<file path="config.mk">
export PLATFORM = sky130hd
export DESIGN_NAME = pbc_top
export DESIGN_NICKNAME = d
export VERILOG_FILES = /design/src/pbc_pkg.sv /design/src/pbc_input_sync.sv /design/src/pbc_top.sv
export SDC_FILE = /design/constraint.sdc
export NUM_CORES = 1
export LEC_CHECK = 0
export ABC_AREA = 1
export BUFFER_PORTS_ARGS = -buffer_cell sky130_fd_sc_hd__buf_2
export CORE_AREA = 3 3 145 105
export CTS_CLUSTER_DIAMETER = 30
export DETAILED_ROUTE_END_ITERATION = 10
export DIE_AREA = 0 0 148 108
export GPL_TIMING_DRIVEN = 0
export HOLD_SLACK_MARGIN = 0.05
export PLACE_DENSITY_LB_ADDON = 0.12
export SLEW_MARGIN = 20
export SYNTH_ARGS = -nofsm -noshare
export SYNTH_HDL_FRONTEND = slang
export SYNTH_SLANG_ARGS = --single-unit
export TNS_END_PERCENT = 100
</file>
<file path="constraint.sdc">
create_clock -name sys_clk -period 4.26 [get_ports sys_clk]
set_clock_uncertainty 0.2 [all_clocks]
set_input_delay 0.213 -clock sys_clk [delete_from_list [all_inputs] [get_ports sys_clk]]
set_output_delay 0.213 -clock sys_clk [all_outputs]
set_load 0.05 [all_outputs]
</file>
<file path="src/pbc_pkg.sv">
// Package for the PWM blanking, chopping and capture block.
package pbc_pkg;
    localparam int CLK_HZ = 20_000_000;
    localparam int CLK_PERIOD_PS = 1_000_000_000 / CLK_HZ * 1000;
    localparam int LEB_STEP_PS = 8320;
    localparam int LEB_PS_W = 23;
    localparam logic [LEB_PS_W-1:0] CLK_STEP_PS = LEB_PS_W'(CLK_PERIOD_PS);
    localparam logic [13:0] LEB_STEP = 14'(LEB_STEP_PS);

    localparam int ADDR_W = 4;
    localparam logic [3:0] OFF_PRIMARY_TRIGGER = 4'h0;
    localparam logic [3:0] OFF_SECONDARY_TRIGGER = 4'h1;
    localparam logic [3:0] OFF_BLANKING_CONTROL = 4'h2;
    localparam logic [3:0] OFF_BLANKING_DELAY = 4'h3;
    localparam logic [3:0] OFF_AUXILIARY_CONTROL = 4'h4;
    localparam logic [3:0] OFF_TIMEBASE_CAPTURE = 4'h5;
    localparam logic [3:0] OFF_TRIGGER_MODE = 4'h6;
    localparam logic [3:0] OFF_BLANK_STATUS = 4'h7;

    localparam logic [15:0] REG_RESET = 16'h0000;
    localparam logic [15:0] MASK_TRIGGER = 16'hFFF8;
    localparam logic [15:0] MASK_BLANK_CTRL = 16'hFC3F;
    localparam logic [15:0] MASK_BLANK_DELAY = 16'h0FF8;
    localparam logic [15:0] MASK_AUX = 16'hCF3F;
    localparam logic [15:0] MASK_MODE = 16'h0003;

    localparam int CMP_LSB = 3;
    localparam int LEB_LSB = 3;
    localparam int LEB_W = 9;
    localparam int BC_HIGH_RISE = 15;
    localparam int BC_HIGH_FALL = 14;
    localparam int BC_LOW_RISE = 13;
    localparam int BC_LOW_FALL = 12;
    localparam int BC_FAULT_EN = 11;
    localparam int BC_CL_EN = 10;
    localparam int BC_SEL_HIGH = 5;
    localparam int BC_SEL_LOW = 4;
    localparam int BC_HH = 3;
    localparam int BC_HL = 2;
    localparam int BC_LH = 1;
    localparam int BC_LL = 0;
    localparam int AUX_FINE_PERIOD = 15;
    localparam int AUX_FINE_DUTY = 14;
    localparam int AUX_BLANK_SEL_LSB = 8;
    localparam int AUX_CHOP_SEL_LSB = 2;
    localparam int AUX_CHOP_HIGH = 1;
    localparam int AUX_CHOP_LOW = 0;
    localparam int SEL_W = 4;
    localparam int MODE_PRI_LOCAL = 0;
    localparam int MODE_SEC_LOCAL = 1;
    localparam int ST_LEB_ACTIVE = 0;
    localparam int ST_STATE_BLANK = 1;
    localparam int ST_FAULT = 2;
    localparam int ST_CURRENT_LIMIT = 3;

    typedef struct packed {
        logic [ADDR_W-1:0] addr;
        logic [15:0] wdata;
        logic wr;
        logic rd;
    } pbc_reg_req_s;
endpackage : pbc_pkg

</file>
<file path="src/pbc_input_sync.sv">
// Three-stage pin synchroniser that accepts a change once stages agree.
`timescale 1ns/1ps
module pbc_input_sync #(
    parameter int W = 2
) (
    input wire logic sys_clk,
    input wire logic rst,
    input wire logic clk_en,
    input wire logic [W-1:0] async_in,
    output logic [W-1:0] clean
);
    import pbc_pkg::*;

    typedef struct packed {
        logic [W-1:0] s1;
        logic [W-1:0] s2;
        logic [W-1:0] s3;
        logic [W-1:0] clean;
    } pbc_sync_s;

    pbc_sync_s q;
    pbc_sync_s next_q;

    generate
        if (W < 1) begin : g_bad_width
            $error("pbc_input_sync needs at least one bit");
        end
    endgenerate

    // Stage one feeds stage two only; the vote looks at stages two and three.
    always_comb begin
        next_q = q;
        next_q.s1 = async_in;
        next_q.s2 = q.s1;
        next_q.s3 = q.s2;
        next_q.clean = (q.s2 & q.s3) | (q.clean & (q.s2 | q.s3));
    end

    always_ff @(posedge sys_clk or posedge rst) begin
        if (rst) begin
            q <= '0;
        end else if (clk_en) begin
            q <= next_q;
        end
    end

    assign clean = q.clean;
endmodule : pbc_input_sync

</file>
<file path="src/pbc_top.sv">
// PWM channel auxiliary logic: triggers, blanking, chopping and capture.
//
// Contract
// - Hold a 13-bit secondary compare; local time base match triggers ADC.
// - Secondary compare match never raises the PWM trigger event.
// - Nine-bit blanking delay in bits 11:3, steps of 8.32 ns.
// - State blanking masks inputs while the named output sits at its level.
// - Four-bit source select; zero none, 1..9 pick a generator high output.
// - Four-bit chop select; zero internal generator, 1..9 a high output.
// - Separate chop enables for high and low outputs.
// - Current-limit leading edge copies time base into 13-bit capture field.
// - Capture belongs to the primary high-side output only.
// - Capture is taken only once leading-edge blanking has finished.
// - Capture resolution is no finer than 8.32 ns per step.
// - Bits 2:0 of trigger, delay and capture registers read zero.
// - Primary 13-bit compare triggers ADC when on the local time base.
//
// The register addresses and strobed register access were decided locally.
`timescale 1ns/1ps
module pbc_top #(
    parameter int TB_W = 13,
    parameter int NUM_GEN = 9
) (
    input wire logic sys_clk,
    input wire logic rst,
    input wire logic clk_en,
    input wire pbc_pkg::pbc_reg_req_s reg_req,
    output logic [15:0] rd_data,
    input wire logic [TB_W-1:0] timebase,
    input wire logic high_active,
    input wire logic low_active,
    input wire logic [NUM_GEN-1:0] gen_high,
    input wire logic chop_clock_internal,
    input wire logic fault_pin,
    input wire logic current_limit_pin,
    output logic high_side_output,
    output logic low_side_output,
    output logic adc_trigger_primary,
    output logic adc_trigger_secondary,
    output logic pwm_trigger_event,
    output logic fault_qualified,
    output logic current_limit_qualified,
    output logic fine_period_disable,
    output logic fine_duty_disable
);
    import pbc_pkg::*;

    typedef struct packed {
        logic [15:0] pri_trig;
        logic [15:0] sec_trig;
        logic [15:0] blank_ctrl;
        logic [15:0] blank_dly;
        logic [15:0] aux;
        logic [15:0] mode;
        logic [15:0] capture;
        logic [LEB_PS_W-1:0] leb_rem;
        logic high_prev;
        logic low_prev;
        logic cl_prev;
        logic [TB_W-1:0] tb_prev;
        logic high_out;
        logic low_out;
        logic adc_pri;
        logic adc_sec;
        logic pwm_trig;
        logic fault_q;
        logic cl_q;
        logic [15:0] rd_data;
    } pbc_state_s;

    pbc_state_s q;
    pbc_state_s next_q;
    logic [1:0] pins_clean;
    logic fault_c;
    logic cl_c;
    logic leb_trig;
    logic leb_active;
    logic state_blank;
    logic blank;
    logic sel_sig;
    logic chop;
    logic cl_edge;
    logic tb_new;
    logic [SEL_W-1:0] blank_sel;
    logic [SEL_W-1:0] chop_sel;
    logic [LEB_PS_W-1:0] leb_load;

    generate
        if (TB_W != 13) begin : g_bad_tb
            $error("pbc_top time base must be 13 bits wide");
        end
        if (NUM_GEN < 1 || NUM_GEN > 15) begin : g_bad_gen
            $error("pbc_top serves 1 to 15 generators");
        end
    endgenerate

    // Pins come from outside the clock domain, so they are synchronised.
    pbc_input_sync #(
        .W(2)
    ) u_sync (
        .sys_clk(sys_clk),
        .rst(rst),
        .clk_en(clk_en),
        .async_in({fault_pin, current_limit_pin}),
        .clean(pins_clean)
    );

    assign fault_c = pins_clean[1];
    assign cl_c = pins_clean[0];

    function automatic logic pick(input logic [SEL_W-1:0] sel,
                                  input logic [NUM_GEN-1:0] v,
                                  input logic dflt);
        logic r;
        r = dflt;
        for (int i = 0; i < NUM_GEN; i++) begin
            if (sel == SEL_W'(i + 1)) begin
                r = v[i];
            end
        end
        return r;
    endfunction : pick

    always_comb begin
        next_q = q;
        blank_sel = q.aux[AUX_BLANK_SEL_LSB +: SEL_W];
        chop_sel = q.aux[AUX_CHOP_SEL_LSB +: SEL_W];
        sel_sig = pick(blank_sel, gen_high, 1'b0);
        chop = pick(chop_sel, gen_high, chop_clock_internal);
        // A code outside 1..NUM_GEN selects no blanking source at all.
        state_blank = (q.blank_ctrl[BC_HH] & high_active)
            | (q.blank_ctrl[BC_HL] & ~high_active)
            | (q.blank_ctrl[BC_LH] & low_active)
            | (q.blank_ctrl[BC_LL] & ~low_active);
        if (blank_sel != '0 && blank_sel <= SEL_W'(NUM_GEN)) begin
            state_blank = state_blank
                | (q.blank_ctrl[BC_SEL_HIGH] & sel_sig)
                | (q.blank_ctrl[BC_SEL_LOW] & ~sel_sig);
        end
        leb_trig = (q.blank_ctrl[BC_HIGH_RISE] & high_active & ~q.high_prev)
            | (q.blank_ctrl[BC_HIGH_FALL] & ~high_active & q.high_prev)
            | (q.blank_ctrl[BC_LOW_RISE] & low_active & ~q.low_prev)
            | (q.blank_ctrl[BC_LOW_FALL] & ~low_active & q.low_prev);
        // The counter holds picoseconds left, so partial steps round up.
        leb_load = {14'h0000, q.blank_dly[LEB_LSB +: LEB_W]}
            * {9'h000, LEB_STEP};
        leb_active = q.leb_rem != '0;
        blank = leb_active | state_blank;
        if (leb_trig) begin
            next_q.leb_rem = leb_load;
        end else if (q.leb_rem > CLK_STEP_PS) begin
            next_q.leb_rem = q.leb_rem - CLK_STEP_PS;
        end else begin
            next_q.leb_rem = '0;
        end
        next_q.high_prev = high_active;
        next_q.low_prev = low_active;
        next_q.fault_q = fault_c & ~(q.blank_ctrl[BC_FAULT_EN] & blank);
        next_q.cl_q = cl_c & ~(q.blank_ctrl[BC_CL_EN] & blank);
        // Capture ties to the high-side output's current-limit path.
        cl_edge = cl_c & ~q.cl_prev;
        next_q.cl_prev = cl_c;
        if (cl_edge && !(q.blank_ctrl[BC_CL_EN] && blank)) begin
            // One time base tick is a 50 ns clock, coarser than 8.32 ns.
            next_q.capture = {timebase, 3'h0};
        end
        next_q.high_out = high_active
            & (~q.aux[AUX_CHOP_HIGH] | chop);
        next_q.low_out = low_active & (~q.aux[AUX_CHOP_LOW] | chop);
        // A match fires once per time base value, not per held cycle.
        tb_new = timebase != q.tb_prev;
        next_q.tb_prev = timebase;
        next_q.adc_pri = q.mode[MODE_PRI_LOCAL] & tb_new
            & (timebase == q.pri_trig[15:CMP_LSB]);
        next_q.adc_sec = q.mode[MODE_SEC_LOCAL] & tb_new
            & (timebase == q.sec_trig[15:CMP_LSB]);
        next_q.pwm_trig = next_q.adc_pri;
        if (reg_req.wr) begin
            case (reg_req.addr)
                OFF_PRIMARY_TRIGGER: begin
                    next_q.pri_trig = reg_req.wdata & MASK_TRIGGER;
                end
                OFF_SECONDARY_TRIGGER: begin
                    next_q.sec_trig = reg_req.wdata & MASK_TRIGGER;
                end
                OFF_BLANKING_CONTROL: begin
                    next_q.blank_ctrl = reg_req.wdata & MASK_BLANK_CTRL;
                end
                OFF_BLANKING_DELAY: begin
                    next_q.blank_dly = reg_req.wdata & MASK_BLANK_DELAY;
                end
                OFF_AUXILIARY_CONTROL: begin
                    next_q.aux = reg_req.wdata & MASK_AUX;
                end
                OFF_TRIGGER_MODE: begin
                    next_q.mode = reg_req.wdata & MASK_MODE;
                end
                default: begin
                end
            endcase
        end
        next_q.rd_data = REG_RESET;
        if (reg_req.rd) begin
            case (reg_req.addr)
                OFF_PRIMARY_TRIGGER: next_q.rd_data = q.pri_trig;
                OFF_SECONDARY_TRIGGER: next_q.rd_data = q.sec_trig;
                OFF_BLANKING_CONTROL: next_q.rd_data = q.blank_ctrl;
                OFF_BLANKING_DELAY: next_q.rd_data = q.blank_dly;
                OFF_AUXILIARY_CONTROL: next_q.rd_data = q.aux;
                OFF_TIMEBASE_CAPTURE: next_q.rd_data = q.capture;
                OFF_TRIGGER_MODE: next_q.rd_data = q.mode;
                OFF_BLANK_STATUS: begin
                    next_q.rd_data[ST_LEB_ACTIVE] = leb_active;
                    next_q.rd_data[ST_STATE_BLANK] = state_blank;
                    next_q.rd_data[ST_FAULT] = fault_c;
                    next_q.rd_data[ST_CURRENT_LIMIT] = cl_c;
                end
                default: next_q.rd_data = REG_RESET;
            endcase
        end
    end

    always_ff @(posedge sys_clk or posedge rst) begin
        if (rst) begin
            q <= '0;
        end else if (clk_en) begin
            q <= next_q;
        end
    end

    assign rd_data = q.rd_data;
    assign high_side_output = q.high_out;
    assign low_side_output = q.low_out;
    assign adc_trigger_primary = q.adc_pri;
    assign adc_trigger_secondary = q.adc_sec;
    assign pwm_trigger_event = q.pwm_trig;
    assign fault_qualified = q.fault_q;
    assign current_limit_qualified = q.cl_q;
    assign fine_period_disable = q.aux[AUX_FINE_PERIOD];
    assign fine_duty_disable = q.aux[AUX_FINE_DUTY];

    property p_sec_trigger;
        @(posedge sys_clk) disable iff (rst)
        (clk_en && q.mode[MODE_SEC_LOCAL] && tb_new
            && timebase == q.sec_trig[15:CMP_LSB])
            |=> adc_trigger_secondary;
    endproperty
    a_sec_trigger: assert property (p_sec_trigger)
        else $error("secondary match did not trigger the converter");

    property p_no_sec_irq;
        @(posedge sys_clk) disable iff (rst)
        pwm_trigger_event |-> adc_trigger_primary;
    endproperty
    a_no_sec_irq: assert property (p_no_sec_irq)
        else $error("trigger event raised without a primary match");

    property p_pri_trigger;
        @(posedge sys_clk) disable iff (rst)
        (adc_trigger_primary && $past(clk_en))
            |-> $past(timebase) == $past(q.pri_trig[15:CMP_LSB]);
    endproperty
    a_pri_trigger: assert property (p_pri_trigger)
        else $error("primary trigger without a compare match");

    property p_delay_load;
        @(posedge sys_clk) disable iff (rst)
        (clk_en && leb_trig && q.blank_dly == 16'h0060)
            |=> q.leb_rem == 23'd99840;
    endproperty
    a_delay_load: assert property (p_delay_load)
        else $error("blanking delay loaded a wrong time");

    property p_leb_expire;
        @(posedge sys_clk) disable iff (rst)
        (clk_en && leb_trig && q.blank_dly == 16'h0008)
            ##1 (clk_en && !leb_trig) |=> q.leb_rem == '0;
    endproperty
    a_leb_expire: assert property (p_leb_expire)
        else $error("one-step blanking lasted longer than one cycle");

    property p_state_mask;
        @(posedge sys_clk) disable iff (rst)
        (clk_en && q.blank_ctrl[BC_FAULT_EN] && state_blank)
            |=> !fault_qualified;
    endproperty
    a_state_mask: assert property (p_state_mask)
        else $error("fault passed during state blanking");

    property p_capture_gate;
        @(posedge sys_clk) disable iff (rst)
        (q.capture != $past(q.capture))
            |-> $past(cl_edge && !(q.blank_ctrl[BC_CL_EN] && blank));
    endproperty
    a_capture_gate: assert property (p_capture_gate)
        else $error("capture taken inside the blanking window");

    property p_capture_value;
        @(posedge sys_clk) disable iff (rst)
        (clk_en && cl_edge && !blank)
            |=> q.capture == {$past(timebase), 3'h0};
    endproperty
    a_capture_value: assert property (p_capture_value)
        else $error("capture does not hold the time base");

    property p_chop_high;
        @(posedge sys_clk) disable iff (rst)
        (clk_en && q.aux[AUX_CHOP_HIGH])
            |=> high_side_output == ($past(high_active) && $past(chop));
    endproperty
    a_chop_high: assert property (p_chop_high)
        else $error("chopped high output is not active AND chop");

    property p_low_bits;
        @(posedge sys_clk) disable iff (rst)
        $past(reg_req.rd) |-> rd_data[2:0] == 3'h0
            || $past(reg_req.addr) == OFF_BLANKING_CONTROL
            || $past(reg_req.addr) == OFF_AUXILIARY_CONTROL
            || $past(reg_req.addr) == OFF_TRIGGER_MODE
            || $past(reg_req.addr) == OFF_BLANK_STATUS;
    endproperty
    a_low_bits: assert property (p_low_bits)
        else $error("unimplemented low bits read as nonzero");
endmodule : pbc_top

</file>
# Yosys cells after proc, flatten, opt, wreduce, memory -nomap -nowiden
# Index checks and enable logic that the tools add are counted.
# word_totals
ff_bits	143
latchBits	0
ramBits	0
mem_bits_ro	0
inputBits	52
out_inout_bits	25
word_cells	143
n_memories	0
# classes
add_sub_neg	1
n_mul	1
div_mod_pow	0
magnitude_cmp	2
n_eq_ne	28
shift	0
muxes	24
bitwise_logic	50
n_reduce_logical	14
# ops
operator	n
one-hot mux 12 bit (6 select lines)	1
== test 4 x 3 -> 1 bit (second input constant)	12
2-to-1 mux 23 bit	2
one-hot mux 4 bit (8 select lines)	1
== test 13 bit	2
AND 1 bit	25
== test 4 x 2 -> 1 bit (second input constant)	6
greater-than comparator 23 x 16 -> 1 bit (second input constant)	1
nonzero test 23 bit	1
subtractor 23 x 16 -> 23 bit (second input constant)	1
2-to-1 mux 1 bit	19
AND reduction 3 bit	6
== test 4 bit (second input constant)	4
multiplier 9 x 7 -> 16 bit (second input constant)	1
2-to-1 mux 16 bit	1
inequality test 13 bit	1
== test 4 x 1 -> 1 bit (second input constant)	3
bitwise OR 1 bit	11
inverter 1 bit	10
AND 2 bit	2
<= comparator 4 bit (second input constant)	1
logical NOT 4 bit	1
bitwise OR 2 bit	2
nonzero test 4 bit	1
other kinds (3)	5

# Longest topological paths before layout
# Gate-level depths: netlist of run 1.
# depth
ltp_word	19
ltp_mapped	17
ltp_nobuf	16

# By module
# Synthesis of run 1 repeated with hierarchy kept, for this count alone.
# hier_totals
cells_unflattened	965
area_unflattened_um2	7612.3
# modules_own_cells
module	instances	cells_per_inst	area_each_um2	seq_area_each_um2
pbc_top	1	920	7211.9	3278.1
pbc_input_sync	1	45	400.4	200.2

# Worst setup path before layout of run 1
# Ideal clock, no wire load.
# synth_path
kind	register to register
startpoint	reg q[120] (netlist name)
endpoint	reg q[57] (netlist name)
setup_ps	143
arrival_time_ps	1898
t_required_ps	3917
path_slack_ps	2019
stages_incl_launch_ff	9
n_path_buf	0
synth_period_minus_slack_ps	2241
path_cell_list	dfrtp_1 > ha_1 > ha_1 > fa_1 > nand2_1 > a21oi_1 > or2_2 > a31oi_1 > a22oi_1
# synth_between
elab_chain_cells	2
# synth_rtl
element	line	source
start: declaration	pbc_top.sv:71	pbc_state_s q;
start signal: assignment	pbc_top.sv:227	q <= next_q;
multiplier 9 x 7 -> 16 bit	pbc_top.sv:146	* {9'h000, LEB_STEP};
2-to-1 mux 23 bit	pbc_top.sv:149	if (leb_trig) begin
# Every way passes these cells.
# A chain may end at the register's enable or synchronous reset.

# Worst setup path in the final report of run 1
# Ends and elaborated chain as after synthesis.

==> results.ini, run 1 <==
[status]
status = finished clean

[synth]
avgSynthCellArea_um2 = 8.02
synth.area.top_cells = dfrtp_1 46%, nand2_1 13%, o21ai_0 7.6%
netlist_area_um2 = 7490
synth_seq_area_share_pct = 46.4
netlist_instances = 934
yosysTopAreaCell = dfrtp_1
ys.flop_type = dfrtp_1
synth_async_sr_flop_share_pct = 100
synth_seq_cells = 139
synth_top_area_share_pct = 46.4
ys_types = 49
synth.yosys.warnings = 0
synth_nets = 996
synth_edf_count = 0

[route]
first_pass_iters = 5
drtAntennaViolNets = 0
routedWlPerCell_um = 19.0
avgViaCountPerCell = 5.67
drt-initial-drc-count = 649
num_vias = 7155
drc = 0
drt_wl_total_um = 23900

[floorplanning]
io_pins = 77
die_y_um = 108
initial_core_util_pct = 54.0
core-area_um2 = 13900
die_w_um = 148
die_area_um2 = 16000
core.rowCount = 36

[clock_tree]
cts_tree = yes
htree_levels = 4
cts_buffers = 17
hold_buffers = 35
clock_latency_ns = 0.43
clock-sinks = 139
clockBufferDepth = 2
cts_resized = 0
clk_pin_slew_ns = 0.06
post-cts-setup-buffers = 0
cts-root-buf = clkbuf_16

[global_routing]
grt_pass1_vias = 6859
grt-ovfl-total = 0
grt_pass1_wl_um = 38300
grt_max_degree = 97
globalRouteTotalUtil_pct = 31.6
antenna_found_initial = 0

[sta]
hold_viol = 0
period_share_pct = 60.7
drv_slew = 0
fin_crit_ns = 2.59
setup_slack_ns = 1.67
slew_headroom_pct = 41.2
setup_viol = 0
max_freq_mhz = 386
setup_tns_ns = 0
rsz0062_at_grt = no
worst_pin_slew_ns = 0.859

[layout]
seqCellArea_um2 = 3480
layout-drive-gt1-share_pct = 14.1
area_growth_pct = 21.2
final_cell_area_um2 = 9070
final.fill_count = 1266
final_nets = 1121
multi_input_area_um2 = 3290
n_antenna_cell = 0

[setup_path]
crit_fanout = 5
timing.critical_path.slowest_stage_cell = dfrtp_1
crit_top_cell = ha_1
reg2reg_slack_ns = 1.67
path_cells = ha_1 > ha_1 > fa_1 > nand2_1 > a21oi_1 > or2_2 > a31oi_1 > a22oi_1
cp-start-kind = flip-flop
crit_path_end_kind = flip-flop
crit_family = adder cells
critPathArrivalTime_ns = 2.65
timing_worst_setup_path_type = flip-flop to flip-flop
slowest_delay_ns = 0.46
path_buf_inv = 0
cp_data_required_time_ns = 4.33

[place]
port_buffers = 70
dpl-instance-area_um2 = 8110
hpwl_um = 17300
place_congestion = 0.955
pre_cts_slack_ns = 1.74

[power_and_ir_drop]
power.density_nw_per_um2 = 506
p_leak_nw = 4.45
total_power_mw = 4.59
ir_drop_mv = 0.286

[worst_hold_path]
hold_path_class = primary input to flip-flop

[flow_run]
maxCapViolations = 0

## per-stage QoR
step                hold slack (ns)  instances  util (%)
global route                 0.0909       1261      65.4
floorplan                     0.125        934         -
finish                       0.0576       1261      65.4
CTS                          0.0506       1261      65.4
detailed placement           0.0259       1195      58.5
global placement              0.224       1194      58.2
## power by group
group	total, mW	internal (mW)	leakage [nW]	switching [mW]
sequential	1.88	1.60	1.78	0.278
combinational	1.17	0.438	2.38	0.731
clock	1.54	0.937	0.289	0.607
## synthesized netlist by cell type (2+ instances only)
library cell	count
a22oi_1	7
clkinv_1	3
dfrtp_1	139
o221ai_1	2
buf_2	4
inv_1	106
o21bai_1	3
clkbuf_1	26
o31ai_1	2
nor2_2	2
o211ai_1	9
xnor2_1	16
nor2_1	32
nand3_1	39
a22o_1	2
nand2_2	3
nand2_4	2
a211oi_1	3
ha_1	9
a221oi_1	14
o21ai_0	114
inv_2	4
nand3_2	3
clkbuf_8	3
o22ai_1	17
a31oi_1	4
nor3_1	7
xor2_1	16
or2_2	3
nand2_1	262
buf_4	17
nor4_1	5
a21oi_1	16
nand4_1	23
a2111oi_0	3
## area by class of cell
class	count	share of cell area, %
plain buffers	51	3.28
clock buffers	18	4.84
clock inverters	13	1.88
inverters	113	4.76
multi-input cells	631	36.3
flip-flops and latches	139	38.3
well taps	190	2.62
repair buffers	106	8.03
## cells in the final DEF (no fill, tap or decap), types with 5 or more instances in the layout
cell type / Yosys / routed
a21oi_1: 16 / 16
a221oi_1: 14 / 14
a22oi_1: 7 / 7
buf_2: 4 / 74
buf_4: 17 / 17
clkbuf_1: 26 / 26
clkbuf_16: 0 / 17
clkinv_4: 0 / 5
dfrtp_1: 139 / 139
dlygate4sd3_1: 0 / 35
ha_1: 9 / 9
inv_1: 106 / 105
nand2_1: 262 / 262
nand3_1: 39 / 39
nand4_1: 23 / 23
nor2_1: 32 / 32
nor3_1: 7 / 7
nor4_1: 5 / 5
o211ai_1: 9 / 9
o21ai_0: 114 / 114
o22ai_1: 17 / 17
xnor2_1: 16 / 16
xor2_1: 16 / 16
## logic make-up after synthesis
kind of cell    Yosys count  synth area share [%]
fa+ha+maj                10                  1.77
buf+inv                 164                  9.64
flops                   139                  46.4
xor+xnor                 32                  3.74
compound gates          204                  16.3
simple gates            385                  22.1
## worst paths after layout
check | cells after the start | to | start
min | 4 | rd_data[1]$_DFFE_PP0P_ | reg_req[21]
min reg2reg | 2 | u_sync.next_q[3]$_DFFE_PP0P_ | u_sync.next_q[5]$_DFFE_PP0P_
max in group asynchronous | 4 | q[72]$_DFFE_PP0P_ | rst
max | 8 | q[57]$_DFFE_PP0P_ | q[120]$_DFFE_PP0P_
min in group asynchronous | 3 | q[155]$_DFFE_PP0P_ | rst
max reg2reg | 8 | q[57]$_DFFE_PP0P_ | q[120]$_DFFE_PP0P_
## worst reg2reg max path, stage by stage (launching register included)
cell and delay (ns):
dfrtp_1 0.46, ha_1 0.33, ha_1 0.23, fa_1 0.39
nand2_1 0.09, a21oi_1 0.07, or2_2 0.27, a31oi_1 0.28
a22oi_1 0.11
## routing by layer
metal | track usage, % | vias to the layer above | routed length [um]
met5 | 0 | - | 0
met4 | 9.16 | 0 | 490
met3 | 10.9 | 42 | 2660
met2 | 44.5 | 332 | 9910
met1 | 46.4 | 3446 | 10900
li1 | - | 3335 | -
## registers in the layout, summed over array words and instances, names as in the netlist, 2 cells and up
signal / cells
u_sync.q: 2
rd_data: 16
u_sync.clean: 2
chop_sel: 4
q: 99
u_sync.next_q: 4
blank_sel: 4
No activity file was read; power rests on OpenSTA's default activity.
==> inputs of run 2 (changes only) <==
ABC_AREA = 0   (was 1)
CORE_AREA = 3 3 143 103   (was 3 3 145 105)
DIE_AREA = 0 0 146 106   (was 0 0 148 108)
clock period = 2.6 ns   (was 4.26 ns; I/O delays follow)
==> run 2 against run 1 <==
  * The flow now finishes with violations (setup timing)
  * Design area up 2.9%
  * Worst setup slack got worse by 1.8 ns
  * First-iteration DRC count shrank 7.6%
  * Power increased by 75%
  * Register-to-register slack got worse by 1.8 ns
  * Highest routed layer unchanged
  * Clock-buffer cell count increased by 2
  * Largest cell class is now multi-input gates
==> results.ini, run 2 <==
[clock_tree]
cts-root-buf = clkbuf_16
htree_levels = 4
cts_tree = yes
clockBufferDepth = 2
clock-sinks = 139
cts_buffers = 17
clock_latency_ns = 0.42
clk_pin_slew_ns = 0.06

[layout]
layout-drive-gt1-share_pct = 32.4
multi_input_area_um2 = 3630
final_cell_area_um2 = 9340
largest_register_ffs = 99
seqCellArea_um2 = 3480
mostFrequentLayoutCell = dfrtp_1
layout_common_cells = 137 x dfrtp_1, 82 x mux2_2, 76 x buf_2
final_util_pct = 70.4
top_register = q
n_antenna_cell = 0
final_nets = 866
area_growth_pct = 26.5
final.fill_count = 982

[place]
pre_cts_slack_ns = -0.388
place_congestion = 0.941
dpl-instance-area_um2 = 8110
hpwl_um = 15800
port_buffers = 75

[floorplanning]
die_w_um = 146
die_y_um = 106
io_pins = 77
core.rowCount = 35
die_area_um2 = 15500
core-area_um2 = 13300
initial_core_util_pct = 55.6

[setup_path]
cp_data_required_time_ns = 2.71
crit_fanout = 5
critPathArrivalTime_ns = 2.86
crit_path_end_kind = flip-flop
timing_worst_setup_path_type = flip-flop to flip-flop
cp-start-kind = flip-flop

[global_routing]
globalRouteTotalUtil_pct = 29.5
grt_max_degree = 33
antenna_found_initial = 0
grt-ovfl-total = 0
grt_pass1_wl_um = 35100
grt_pass1_vias = 6239

[power_and_ir_drop]
power.share.clock_pct = 29.6
switching_power_mw = 2.73
p_leak_nw = 4.22
switching_share_pct = 34.0
seqPwrFrac_pct = 39.7
combPwrFrac_pct = 30.7
p_int_mw = 5.28
power.density_nw_per_um2 = 858
ir_drop_mv = 0.496

[sta]
hold_viol = 0
drv_slew = 0
worst_pin_slew_ns = 0.814
max_freq_mhz = 363
setup_slack_ns = -0.156
slew_headroom_pct = 45.7
rsz0062_at_grt = yes
holdWs_ns = 0.0989
period_share_pct = 106
setup_viol = 29
fin_crit_ns = 2.76

[synth]
synthSimpleGateAreaFrac_pct = 8.78
synth_seq_area_share_pct = 47.1
yosysTopAreaCell = dfrtp_1
synthXorXnorAreaFrac_pct = 5.34
synth.area.top_cells = dfrtp_1 47%, mux2_2 13%, xnor2_1 3.1%
synth_edf_count = 0
yosys-top-cells-count = 139 x dfrtp_1, 85 x mux2_2, 33 x nand2_1, 30 x o21ai_0, 27 x clkbuf_1
synth_async_sr_flop_share_pct = 100
synth_seq_cells = 139
synth_top_family_by_area = multiplexers
post-synth-top-count-cell = dfrtp_1
synthMuxAreaShare_pct = 16.5
netlist_area_um2 = 7380
avgSynthCellArea_um2 = 11.4
netlist_instances = 648
synth_top_area_share_pct = 47.1
synth_nets = 710
synth.yosys.warnings = 0
synth_fa_ha_area_share_pct = 1.80
synth_compound_area_share_pct = 16.1
ys_types = 65
ys.flop_type = dfrtp_1

[flow_run]
maxCapViolations = 0

[route]
drt-met1-wl_um = 10400
drt_wl_total_um = 22300
highest_layer = met4
avgViaCountPerCell = 6.07
num_vias = 6079
routedWlPerCell_um = 22.2
first_pass_iters = 5
wl_met2_um = 9460
route.met3.wl_um = 2200
drtAntennaViolNets = 0
drt-initial-drc-count = 600
drc = 0

[worst_hold_path]
hold_path_class = primary input to flip-flop

[status]
violations = setup timing
status = finished, violations left

==> run 2: cell types whose count changed after synthesis, sizes merged, moves of 12 or more <==
cell	before	now
nand2	267	33
nand4	23	10
mux2	0	96
o2bb2ai	0	16
o22ai	17	2
nor2	34	22
nand3	43	7
a22o	3	18
inv	110	10
a21o	1	13
o21ai	116	34
==> run 2: timing repair <==
action                                  in CTS  in global routing
pin swaps                                   12                  5
endpoints found under the setup margin      30                 50
gates cloned                                 3                  0
hold buffers                                38                  0
endpoints found under the hold margin      217                  0
resized for setup                           21                  9
setup buffers                               13                  5
==> run 2: logic make-up (layout without fill, tap and decap cells) <==
kind of cell | count (synthesis) | count (layout)
buffers and inverters | 64 | 233
xor gates and xnor gates | 45 | 45
adders and majority gates | 10 | 10
muxes | 106 | 106
and+or+nand+nor | 122 | 122
AOI/OAI and AO/OA | 162 | 162
DFF | 139 | 139
==> run 2: critical path: stages, from the launching register on <==
cell and delay [ns]:
dfrtp_2 0.41, or4_4 0.55, nor4_4 0.31, nor3b_2 0.23, nand4_1 0.16, o21ai_4 0.26
buf_6 0.20, mux2_4 0.31
==> run 2: power groups by stage <==
stage	clock, mW	sequential [mW]	combinational (mW)
4_1_cts	2.37	3.15	2.38
3_3_place_gp	0	3.17	2.00
3_5_place_dp	0	3.20	2.08
2_1_floorplan	0	3.11	1.51
6_report	2.37	3.18	2.46
5_1_grt	2.49	3.24	2.66
==> run 2: final timing paths <==
check / start / end / cells past startpoint / slack (ns)
worst max-delay path: q[55]$_DFFE_PP0P_ / q[70]$_DFFE_PP0P_ / 7 / -0.16
worst min-delay path: reg_req[21] / rd_data[2]$_DFFE_PP0P_ / 3 / 0.1
worst max register to register: q[55]$_DFFE_PP0P_ / q[70]$_DFFE_PP0P_ / 7 / -0.16
worst min register to register: u_sync.next_q[4]$_DFFE_PP0P_ / u_sync.next_q[2]$_DFFE_PP0P_ / 2 / 0.29
max in group asynchronous: rst / chop_sel[2]$_DFFE_PP0P_ / 7 / 0.84
min in group asynchronous: rst / q[34]$_DFFE_PP0P_ / 4 / 0.52
==> run 2: area by class of cell <==
| type | count | share of cell area, % |
|---|---|---|
| flip-flops and latches | 139 | 37.3 |
| well taps | 185 | 2.48 |
| repair buffers | 138 | 11.7 |
| clock buffers | 20 | 4.89 |
| multi-input cells | 445 | 38.9 |
| plain buffers | 53 | 3.15 |
| inverters | 10 | 0.442 |
| clock inverters | 12 | 1.23 |
==> run 2: per-stage QoR <==
stage	instances	TNS [ns]	total power, mW
after detailed placement	913	-15.72	5.28
after CTS	999	-4.21	7.91
after floorplan	648	0	4.62
final	1002	-3.29	8.01
after global routing	1002	-4.87	8.39
after global placement	908	-55.07	5.17
==> run 2: metal layers <==
layer | vias to the layer above | track usage [%]
met5 | - | 0
met4 | 0 | 7.72
met3 | 19 | 9.54
met2 | 299 | 42.1
met1 | 3036 | 43.5
li1 | 2725 | -
